==> src/logic/pmc_map.svh <==
// constants for the power mode clock gating block
`ifndef PMC_MAP_SVH
`define PMC_MAP_SVH
`define PMC_MODE_ACTIVE 2'h0
`define PMC_MODE_IDLE 2'h1
`define PMC_MODE_PDOWN 2'h2
`define PMC_DIV_RESET 1'h0
`define PMC_OSC_RESET 1'h1
`endif

==> src/logic/pmc_pkg.sv <==
// types for the power mode clock gating block
package pmc_pkg;
    typedef enum logic [1:0] {
        PMC_ACTIVE,
        PMC_IDLE,
        PMC_PDOWN
    } pmc_mode_e;

    typedef struct packed {
        logic cpu_en;
        logic periph_en;
        logic osc_en;
    } pmc_gate_s;
endpackage

==> src/logic/pmc_gate_cell.sv <==
// clock gate cell: enable captured while the divided clock is low
`timescale 1ns/10ps
`default_nettype none
module pmc_gate_cell (
    input wire logic clock_i,
    input wire logic rst_n_i,
    input wire logic phase_i,
    input wire logic enable_i,
    output logic gclk_o
);
    logic en_r;

    // enable only moves while the phase is low so a gated pulse is never clipped
    always_ff @(posedge clock_i or negedge rst_n_i) begin
        if (!rst_n_i) begin
            en_r <= 1'b0;
        end else if (!phase_i) begin
            en_r <= enable_i;
        end
    end

    // register the gated phase so the output is glitch free and held at zero
    always_ff @(posedge clock_i or negedge rst_n_i) begin
        if (!rst_n_i) begin
            gclk_o <= 1'b0;
        end else begin
            gclk_o <= (~phase_i) & en_r; // high only for the half after a low phase
        end
    end
endmodule
`default_nettype wire

==> src/logic/pmc_power_ctrl.sv <==
// power mode controller with divide-by-two clock and gated clock outputs
`timescale 1ns/10ps
`default_nettype none
`include "pmc_map.svh"
module pmc_power_ctrl (
    input wire logic clock_i,
    input wire logic rst_n_i,
    input wire logic mode_wr_i,
    input wire logic [1:0] mode_sel_i,
    input wire logic wake_i,
    output logic cpu_clk_o,
    output logic periph_clk_o,
    output logic clk_out_o,
    output logic osc_en_o,
    output pmc_pkg::pmc_mode_e mode_o
);
    import pmc_pkg::*;

    logic phase_r;
    pmc_mode_e mode_r;
    pmc_mode_e mode_nxt;
    pmc_gate_s gate;
    logic [2:0] gate_en;
    logic [2:0] gclk;

    // divide-by-two source of every phase clock
    always_ff @(posedge clock_i or negedge rst_n_i) begin
        if (!rst_n_i) begin
            phase_r <= `PMC_DIV_RESET;
        end else begin
            phase_r <= ~phase_r;
        end
    end

    // mode request decode; wake leaves idle or powerdown for active
    always_comb begin
        mode_nxt = mode_r;
        if (wake_i && mode_r != PMC_ACTIVE) begin
            mode_nxt = PMC_ACTIVE;
        end else if (mode_wr_i) begin
            case (mode_sel_i)
                `PMC_MODE_ACTIVE: mode_nxt = PMC_ACTIVE;
                `PMC_MODE_IDLE: mode_nxt = PMC_IDLE;
                `PMC_MODE_PDOWN: mode_nxt = PMC_PDOWN;
                default: mode_nxt = mode_r; // unused code ignored
            endcase
        end
    end

    // one mode register, so exactly one mode holds; no state is cleared on entry
    always_ff @(posedge clock_i or negedge rst_n_i) begin
        if (!rst_n_i) begin
            mode_r <= PMC_ACTIVE;
        end else begin
            mode_r <= mode_nxt;
        end
    end

    // gate enables per mode
    always_comb begin
        gate = '{cpu_en: 1'b1, periph_en: 1'b1, osc_en: 1'b1};
        case (mode_r)
            PMC_ACTIVE: gate = '{cpu_en: 1'b1, periph_en: 1'b1, osc_en: 1'b1};
            PMC_IDLE: gate = '{cpu_en: 1'b0, periph_en: 1'b1, osc_en: 1'b1};
            PMC_PDOWN: gate = '{cpu_en: 1'b0, periph_en: 1'b0, osc_en: 1'b0};
            default: gate = '{cpu_en: 1'b1, periph_en: 1'b1, osc_en: 1'b1};
        endcase
    end

    // oscillator enable and mode flag registered
    always_ff @(posedge clock_i or negedge rst_n_i) begin
        if (!rst_n_i) begin
            osc_en_o <= `PMC_OSC_RESET;
            mode_o <= PMC_ACTIVE;
        end else begin
            osc_en_o <= gate.osc_en;
            mode_o <= mode_r;
        end
    end

    // cpu, peripheral and clock-out enables; clock-out shares the peripheral gate
    assign gate_en = {gate.periph_en, gate.periph_en, gate.cpu_en};

    // one gate cell per clock; enables latched only in the low phase
    for (genvar g = 0; g < 3; g++) begin : g_gate
        pmc_gate_cell u_gate (
            .clock_i(clock_i),
            .rst_n_i(rst_n_i),
            .phase_i(phase_r),
            .enable_i(gate_en[g]),
            .gclk_o(gclk[g])
        );
    end

    // outputs taken straight from the gate cell flip-flops
    assign cpu_clk_o = gclk[0];
    assign periph_clk_o = gclk[1];
    assign clk_out_o = gclk[2];
endmodule
`default_nettype wire
==> config.mk <==
export PLATFORM = sky130hd
export DESIGN_NAME = pmc_power_ctrl
export DESIGN_NICKNAME = d
export VERILOG_FILES = /design/src/logic/pmc_pkg.sv /design/src/logic/pmc_gate_cell.sv /design/src/logic/pmc_power_ctrl.sv
export VERILOG_INCLUDE_DIRS = /design/src /design/src/logic
export SDC_FILE = /design/constraint.sdc
export NUM_CORES = 1
export LEC_CHECK = 0
export BUFFER_PORTS_ARGS = -buffer_cell sky130_fd_sc_hd__buf_2
export CORE_AREA = 2 2 39 41
export CTS_BUF_LIST = sky130_fd_sc_hd__clkbuf_16
export DETAILED_ROUTE_END_ITERATION = 10
export DIE_AREA = 0 0 41 43
export SLEW_MARGIN = 20
export SYNTH_ARGS = -nofsm -noshare
export SYNTH_HDL_FRONTEND = slang
export SYNTH_SLANG_ARGS = --single-unit
==> constraint.sdc <==
create_clock -name clock_i -period 2.1 [get_ports clock_i]
set_input_delay 0.21 -clock clock_i [delete_from_list [all_inputs] [get_ports clock_i]]
set_output_delay 0.21 -clock clock_i [all_outputs]
set_load 0.01 [all_outputs]
# After elaboration in Yosys (flattened, before gate mapping)
# Cells that the tools add are included.
[classes]
muxes = 4
bitwise = 3
n_eq_ne = 4
reduce_logical = 6
[op_table]
columns = ["cell", "count"]
rows = [
  ["2-bit case mux with 3 select lines", 1],
  ["3-bit case mux with 2 select lines", 1],
  ["2-bit by 1-bit equality test with 1-bit output (second input constant)", 2],
  ["2-bit equality test (second input constant)", 2],
  ["2-bit two-way mux", 2],
  ["2-bit nonzero test", 2],
  ["4-bit nonzero test", 1],
  ["1-bit AND", 2],
  ["2-bit zero test", 1],
  ["2-bit AND reduction", 1],
  ["1-bit logical AND", 1],
  ["1-bit NOT", 1],
]
[totals]
elab_cells = 25
reg_bits = 10

# Logic depth before layout (Yosys ltp)
# Gate-level depths: netlist of run 1.
[logic_depth]
depth_word = 4
ltp_mapped = 5
ltp_nobuf = 5

# By module
# Synthesis of run 1 repeated with hierarchy kept, for this count alone.
[hier_totals]
cells_unflattened = 36
area_unflattened_um2 = 504.2
[by_module_without_submodules]
columns = ["mod", "instances", "area_each_um2", "cells_per_inst"]
rows = [
  ["pmc_power_ctrl", 1, 282.8, 24],
  ["pmc_gate_cell", 3, 73.8, 4],
]

# Worst setup path before layout of run 1
# OpenSTA, ideal clock, no wires.
[synth_path]
kind = "input to register"
start = "input mode_sel_i[0]"
end = "register mode_r[0]"
n_path_buf = 0
setup_slack_ns = 1.059
setup_time_ns = 0.121
t_required_ns = 1.979
path_stages = 5
t_arrival_ns = 0.921
path_cell_list = "inv_1 -> ha_1 -> o21ai_2 -> mux2i_1 -> nor2_1"
[synth_via]
elab_chain_cells = 4
elab_cells_between_ends = 8
classes_between = "eq/ne (2); mux (3); reduce/logical (3)"
[synth_rtl]
columns = ["element", "line", "text"]
rows = [
  ["start: declaration", "pmc_power_ctrl.sv:9", "input wire logic [1:0] mode_sel_i,"],
  ["2-bit equality test (tied with other cells)", "pmc_power_ctrl.sv:41", "case (mode_sel_i)"],
  ["2-bit case mux with 3 select lines", "pmc_power_ctrl.sv:41", ""],
  ["2-bit two-way mux", "pmc_power_ctrl.sv:40", "end else if (mode_wr_i) begin"],
  ["2-bit two-way mux", "pmc_power_ctrl.sv:38", "if (wake_i && mode_r != PMC_ACTIVE) begin"],
  ["end signal: assignment", "pmc_power_ctrl.sv:55", "mode_r <= mode_nxt;"],
  ["end: declaration", "pmc_power_ctrl.sv:20", "pmc_mode_e mode_r;"],
]
# Parallel ways exist; a longest one is shown, timed or not. The select of a mux whose other input is x is not followed.
# A chain may end at the register's enable or synchronous reset.

# Final worst setup path of run 1
[layout_path]
start = "register osc_en_o"
end = "output osc_en_o"
[layout_rtl]
columns = ["element", "line", "text"]
rows = [
  ["start: declaration", "pmc_power_ctrl.sv:14", "output logic osc_en_o,"],
  ["start signal: assignment", "pmc_power_ctrl.sv:73", "osc_en_o <= `PMC_OSC_RESET;"],
  ["start signal: assignment", "pmc_power_ctrl.sv:76", "osc_en_o <= gate.osc_en;"],
]
# No word-level cell between the ends.

==> results of run 1 <==
## area by class of cell
type | instances | area [µm²]
Clock inverter | 1 | 3.75
Clock buffer | 3 | 75.1
Timing Repair Buffer | 12 | 65.1
Multi-Input combinational cell | 16 | 146
Inverter | 6 | 22.5
Tap cell | 16 | 20.0
Sequential cell | 10 | 251
Fill cell | 142 | 800
## power by group
group	internal (mW)	switching, mW	total, mW
Sequential	0.226	0.0131	0.239
Combinational	0.0365	0.0408	0.0773
Clock	0.249	0.0790	0.328
Total	0.511	0.133	0.644
## worst reg2reg max path, cell delays in order, from the launching register on
cell	delay [ns]
dfrtp_1	0.39
inv_1	0.09
ha_1	0.14
inv_1	0.05
mux2_4	0.25
## stage by stage
stage / util (%) / setup WS, ns
6_report: 42.2 / 1.04
3_3_place_gp: 35.8 / 0.911
4_1_cts: 42.2 / 1.03
2_1_floorplan: - / 1.06
3_5_place_dp: 35.8 / 0.898
5_1_grt: 42.2 / 0.987
## final timing paths
| check | startpoint | endpoint | slack, ns | cells after the start |
|---|---|---|---|---|
| min in group asynchronous | rst_n_i | mode_o[1]$_DFF_PN0_ | 0.36 | 2 |
| max in group asynchronous | rst_n_i | osc_en_o$_DFF_PN1_ | 1.49 | 2 |
| hold reg to reg | mode_r[0]$_DFFE_PN0P_ | mode_o[0]$_DFF_PN0_ | 0.41 | 0 |
| setup reg to reg | mode_r[0]$_DFFE_PN0P_ | g_gate[1].u_gate.en_r$_DFFE_PN0N_ | 1.06 | 4 |
| hold / removal | wake_i | mode_r[0]$_DFFE_PN0P_ | 0.31 | 3 |
| setup / recovery | osc_en_o$_DFF_PN1_ | osc_en_o | 1.04 | 1 |
## repair_timing
item | CTS | global route
hold buffers | 1 | 0
endpoints found under the setup margin | 0 | 0
hold endpoints to repair | 9 | 0
## cells by family (layout without fill, tap and decap cells)
logic type / after synthesis / after routing
AO/OA/AOI/OAI: 2 / 2
adder cells (fa/ha/maj): 5 / 5
buffers and inverters: 7 / 22
flip-flops: 10 / 10
multiplexers: 3 / 3
AND/OR/NAND/NOR: 6 / 6
## flip-flops by register name, indices dropped and copies added (netlist names)
register              count
osc_en_o                  1
phase_r                   1
g_gate.u_gate.en_r        2
mode_r                    2
g_gate.u_gate.gclk_o      2
mode_o                    2
## cell usage in the layout, fill, tap and decap left out
cell type       n
o21ai_2         1
buf_2          11
dfstp_2         1
and2b_2         2
nor2_1          2
dlygate4sd3_1   1
o21ai_0         1
clkbuf_16       3
inv_1           5
nand2_1         1
inv_2           1
mux2_4          1
dfrtp_1         9
mux2i_1         2
ha_1            5
nor2b_1         1
clkinv_1        1
## per-layer routing
layer,GRT usage [%],routed length (µm)
met5,0,0
met4,10.0,17
met3,3.14,44
met2,14.7,292
met1,8.00,200
==> results.py, run 1 <==
metrics = {
    "worst_setup_path": {
        "cp_slowest_cell": "dfstp_2",
        "max_stage_delay_ns": 0.51,
        "end_kind": "output port",
        "critical_path_buf_inv_count": 1,
        "crit_chain": "buf_2",
        "crit_fanout": 1,
        "critPathTopFamily": "flip-flops",
        "startpoint_type": "flip-flop",
        "critPathRequiredTime_ns": 1.89,
        "worstSetupPathType": "flip-flop to output port",
        "arrival_ns": 0.85,
    },
    "logic_synthesis": {
        "synth_fp_nets": 44,
        "synthFlopType": "dfrtp_1",
        "synth_xor_area_share_pct": 0,
        "synth.avg_cell_area_um2": 13.0,
        "synthMuxAreaShare_pct": 8.19,
        "synth.cell_area_um2": 428,
        "netlist_instances": 33,
        "synth_warnings": 0,
        "ys_async_sr_fraction_pct": 100,
        "synth_top_family_by_area": "adder cells",
        "synth_area_leader_cell": "dfrtp_1",
        "post-synth-top-count-cell": "dfrtp_1",
        "ys_seq_area_share_pct": 58.8,
        "synth_edf_count": 0,
        "synth_top_area_share_pct": 52.6,
        "synth_area_leaders": "dfrtp_1 53%, ha_1 15%, dfstp_2 6.1%",
        "synth-simple-area-share_pct": 8.19,
        "ys_seq_elements": 10,
        "yosys-top-cells-count": "9 x dfrtp_1, 5 x ha_1, 5 x inv_1",
        "synthAdderAreaFrac_pct": 14.6,
        "synth_cell_type_count": 14,
        "synth_compound_area_share_pct": 3.22,
    },
    "die": {
        "start_util_pct": 30.9,
        "io_pins": 12,
        "coreArea_um2": 1380,
        "std_cell_rows": 14,
        "fp.dieH_um": 43,
        "fp.dieW_um": 41,
        "dieArea_um2": 1760,
    },
    "timing": {
        "finalSetupViolations": 0,
        "worst_slew_pin_slew_ns": 0.208,
        "fin_crit_ns": 1.06,
        "fin_crit_sh_pct": 50.7,
        "hold_slack_ns": 0.305,
        "fin_tns_setup_ns": 0,
        "skew_ns": 0.00179,
        "slew_violations": 0,
        "rsz0062_at_grt": "false",
        "relSlewSlack_pct": 86.1,
        "max_freq_mhz": 940,
        "finalHoldViolCount": 0,
    },
    "clocking": {
        "htree_levels": 1,
        "clock_sinks": 10,
        "clkLatencyLatePin_ns": 0.23,
        "cts_setup_buffers": 0,
        "path_clk_slew_ns": 0.04,
        "cts-buffers-inserted": 3,
        "clockBufferDepth": 2,
        "cts_resized": 0,
        "root_buffer": "clkbuf_16",
        "cts_tree": "done",
    },
    "final_layout": {
        "fin_cells": 64,
        "insertedDiodeCount": 0,
        "fin_nets": 60,
        "areaGrowthSynthToFinish_pct": 36.5,
        "fin_area_um2": 584,
        "drive_gt1_share_pct": 41.7,
    },
    "routing": {
        "wl_per_cell_um": 8.66,
        "finalWirelength_um": 554,
        "viasPerCell": 4.20,
        "detail-route-antenna-nets": 0,
        "vias": 269,
        "remaining_drc_errors": 0,
        "first_iter_violations": 2,
        "firstDrtPassIters": 2,
    },
    "global_routing": {
        "gr-total-overflow": 0,
        "grt_pass1_wl_mm": 1.04,
        "grt_max_degree": 11,
        "gr-usage-all-layers_pct": 9.34,
        "antenna_found_initial": 0,
        "first_global_vias": 291,
    },
    "pwr": {
        "leakagePower_nw": 0.309,
        "ir_drop_v": 0.000284,
        "power.density_nw_per_um2": 1100,
        "power_uw": 644,
    },
    "run": {
        "drv_cap": 0,
    },
    "placed_design": {
        "placed_area_um2": 495,
        "dp.cells": 59,
        "place_hpwl_um": 441,
        "gp_congestion": 0.670,
        "io_buffer_count": 11,
    },
    "min_path": {
        "hold_path_class": "primary input to flip-flop",
    },
    "status": {
        "status": "finished clean",
    },
}
No activity file was read; power rests on OpenSTA's default activity.
==> inputs of run 2 (changes only) <==
==> constraint.sdc (replaced) <==
create_clock -name clock_i -period 1 [get_ports clock_i]
set_input_delay 0.1 -clock clock_i [delete_from_list [all_inputs] [get_ports clock_i]]
set_output_delay 0.1 -clock clock_i [all_outputs]
set_load 0.01 [all_outputs]
==> results.py, run 2 (synthesized netlist as in run 1, its figures left out) <==
metrics = {
    "status": {
        "status": "finished clean",
    },
    "worst_setup_path": {
        "max_stage_delay_ns": 0.38,
        "critPathTopFamily": "flip-flops",
        "arrival_ns": 1.10,
        "reg2reg_slack_ns": 0.008,
        "critPathRequiredTime_ns": 1.11,
        "cp_slowest_cell": "dfrtp_1",
        "crit_chain": "inv_2, ha_1, inv_2, mux2_4",
        "r2r-end": "g_gate[1].u_gate.en_r$_DFFE_PN0N_",
        "startpoint_type": "flip-flop",
        "crit_fanout": 2,
        "reg2reg_depth": 4,
        "critical_path_buf_inv_count": 2,
        "end_kind": "flip-flop",
        "r2r-start": "mode_r[0]$_DFFE_PN0P_",
        "cp_common_cell": "inv_2",
        "worstSetupPathType": "flip-flop to flip-flop",
    },
    "final_layout": {
        "regArea_um2": 251,
        "drive_gt1_share_pct": 54.5,
        "multi_input_area_um2": 149,
        "finish.utilization_pct": 46.2,
        "fin_cells": 71,
        "final_cell_mix": "11 x buf_2, 9 x dfrtp_1, 7 x buf_4, 5 x ha_1, 4 x inv_1",
        "fin_nets": 67,
        "nFillCells": 130,
        "final_common_cell": "buf_2",
        "insertedDiodeCount": 0,
        "areaGrowthSynthToFinish_pct": 49.4,
    },
    "timing": {
        "relSlewSlack_pct": 85.5,
        "max_freq_mhz": 1010,
        "rsz0062_at_grt": "true",
        "slew_violations": 0,
        "fin_tns_setup_ns": 0,
        "skew_ns": 0.00392,
        "finalSetupViolations": 0,
        "worst_slew_pin_slew_ns": 0.217,
        "fin_crit_sh_pct": 99.2,
        "finalHoldViolCount": 0,
        "fin_crit_ns": 0.992,
    },
    "routing": {
        "firstDrtPassIters": 4,
        "vias": 299,
        "wl_per_cell_um": 9.58,
        "remaining_drc_errors": 0,
        "first_iter_violations": 2,
        "viasPerCell": 4.21,
        "detail-route-antenna-nets": 0,
        "finalWirelength_um": 680,
    },
    "clocking": {
        "clockBufferDepth": 2,
        "path_clk_slew_ns": 0.04,
        "cts-buffers-inserted": 3,
        "cts_tree": "done",
        "htree_levels": 1,
        "clkLatencyLatePin_ns": 0.23,
        "root_buffer": "clkbuf_16",
        "cts_setup_buffers": 0,
        "clock_sinks": 10,
    },
    "placed_design": {
        "place_hpwl_um": 523,
        "io_buffer_count": 11,
        "dp.cells": 66,
        "gp_congestion": 0.656,
    },
    "die": {
        "fp.dieW_um": 41,
        "fp.dieH_um": 43,
        "std_cell_rows": 14,
        "coreArea_um2": 1380,
        "io_pins": 12,
        "start_util_pct": 30.9,
        "dieArea_um2": 1760,
    },
    "min_path": {
        "hold_start": "wake_i",
        "holdPathStages": 3,
        "hold_path_class": "primary input to flip-flop",
        "hold_end": "mode_r[0]$_DFFE_PN0P_",
    },
    "global_routing": {
        "grt_max_degree": 11,
        "grt_pass1_wl_mm": 1.12,
        "antenna_found_initial": 0,
        "gr-total-overflow": 0,
        "gr-usage-all-layers_pct": 10.4,
        "first_global_vias": 298,
    },
    "pwr": {
        "ir_drop_v": 0.000729,
        "power_mw": 1.41,
        "leakagePower_nw": 0.347,
        "power.density_nw_per_um2": 2200,
    },
    "run": {
        "drv_cap": 0,
    },
}
==> run 2: cell types whose count changed in the layout (fill, tap and decap cells not counted) <==
cell,change
buf_4,+7
clkinv_1,-1
inv_1,-1
inv_2,+2
nor2b_1,-1
nor2b_2,+1
o21ai_0,-1
o21ai_1,+1
==> run 2: repair_timing <==
| item | in CTS | in global routing |
|---|---|---|
| hold buffers | 1 | 0 |
| gates cloned | 0 | 0 |
| setup endpoints to repair | 1 | 3 |
| hold endpoints to repair | 10 | 0 |
| resized for setup | 1 | 3 |
==> run 2: cell type report <==
class	count	area share, %
Tap cell	16	3.13
Clock inverter	1	0.587
Sequential cell	10	39.3
Multi-Input combinational cell	16	23.3
Clock buffer	3	11.7
Timing Repair Buffer	19	18.4
Inverter	6	3.52
==> run 2: how the worst max path moves through the flow <==
stage | startpoint | to | slack [ns] | cells past startpoint
after floorplan | mode_r[0]$_DFFE_PN0P_ | g_gate[1].u_gate.en_r$_DFFE_PN0N_ | 0.03 | 4
after global placement | mode_sel_i[0] | mode_r[0]$_DFFE_PN0P_ | -0.07 | 6
after detailed placement | mode_sel_i[0] | mode_r[0]$_DFFE_PN0P_ | -0.10 | 6
after CTS | mode_r[0]$_DFFE_PN0P_ | g_gate[1].u_gate.en_r$_DFFE_PN0N_ | 0.004 | 4
after global routing | mode_r[0]$_DFFE_PN0P_ | g_gate[1].u_gate.en_r$_DFFE_PN0N_ | -0.02 | 4
final | mode_r[0]$_DFFE_PN0P_ | g_gate[1].u_gate.en_r$_DFFE_PN0N_ | 0.008 | 4
==> run 2: worst reg2reg max path, stage by stage (launching register included) <==
cell	delay [ns]
dfrtp_1	0.38
inv_2	0.06
ha_1	0.15
inv_2	0.04
mux2_4	0.24
==> run 2: power by group <==
group | internal (mW) | total, mW | switching, mW
combinational | 0.113 | 0.215 | 0.102
clock | 0.522 | 0.693 | 0.171
sequential | 0.475 | 0.500 | 0.0251
total | 1.11 | 1.41 | 0.298
==> run 2: per-layer routing <==
layer	track usage (%)	up-vias	routed length, µm	share of wire [%]
met5	0	-	0	0
met4	12.0	0	17	2.5
met3	1.57	2	32	4.7
met2	17.8	9	364	54
met1	8.20	144	265	39
li1	-	144	-	-
==> run 2: stage by stage <==
step	hold WS (ns)	setup slack, ns	instance area (µm²)
finish	0.170	0.00822	639
global route	0.190	-0.0246	639
CTS	0.205	0.00405	637
detailed placement	-0.0316	-0.102	548
global placement	-0.0325	-0.0653	548
floorplan	-0.196	0.0282	428
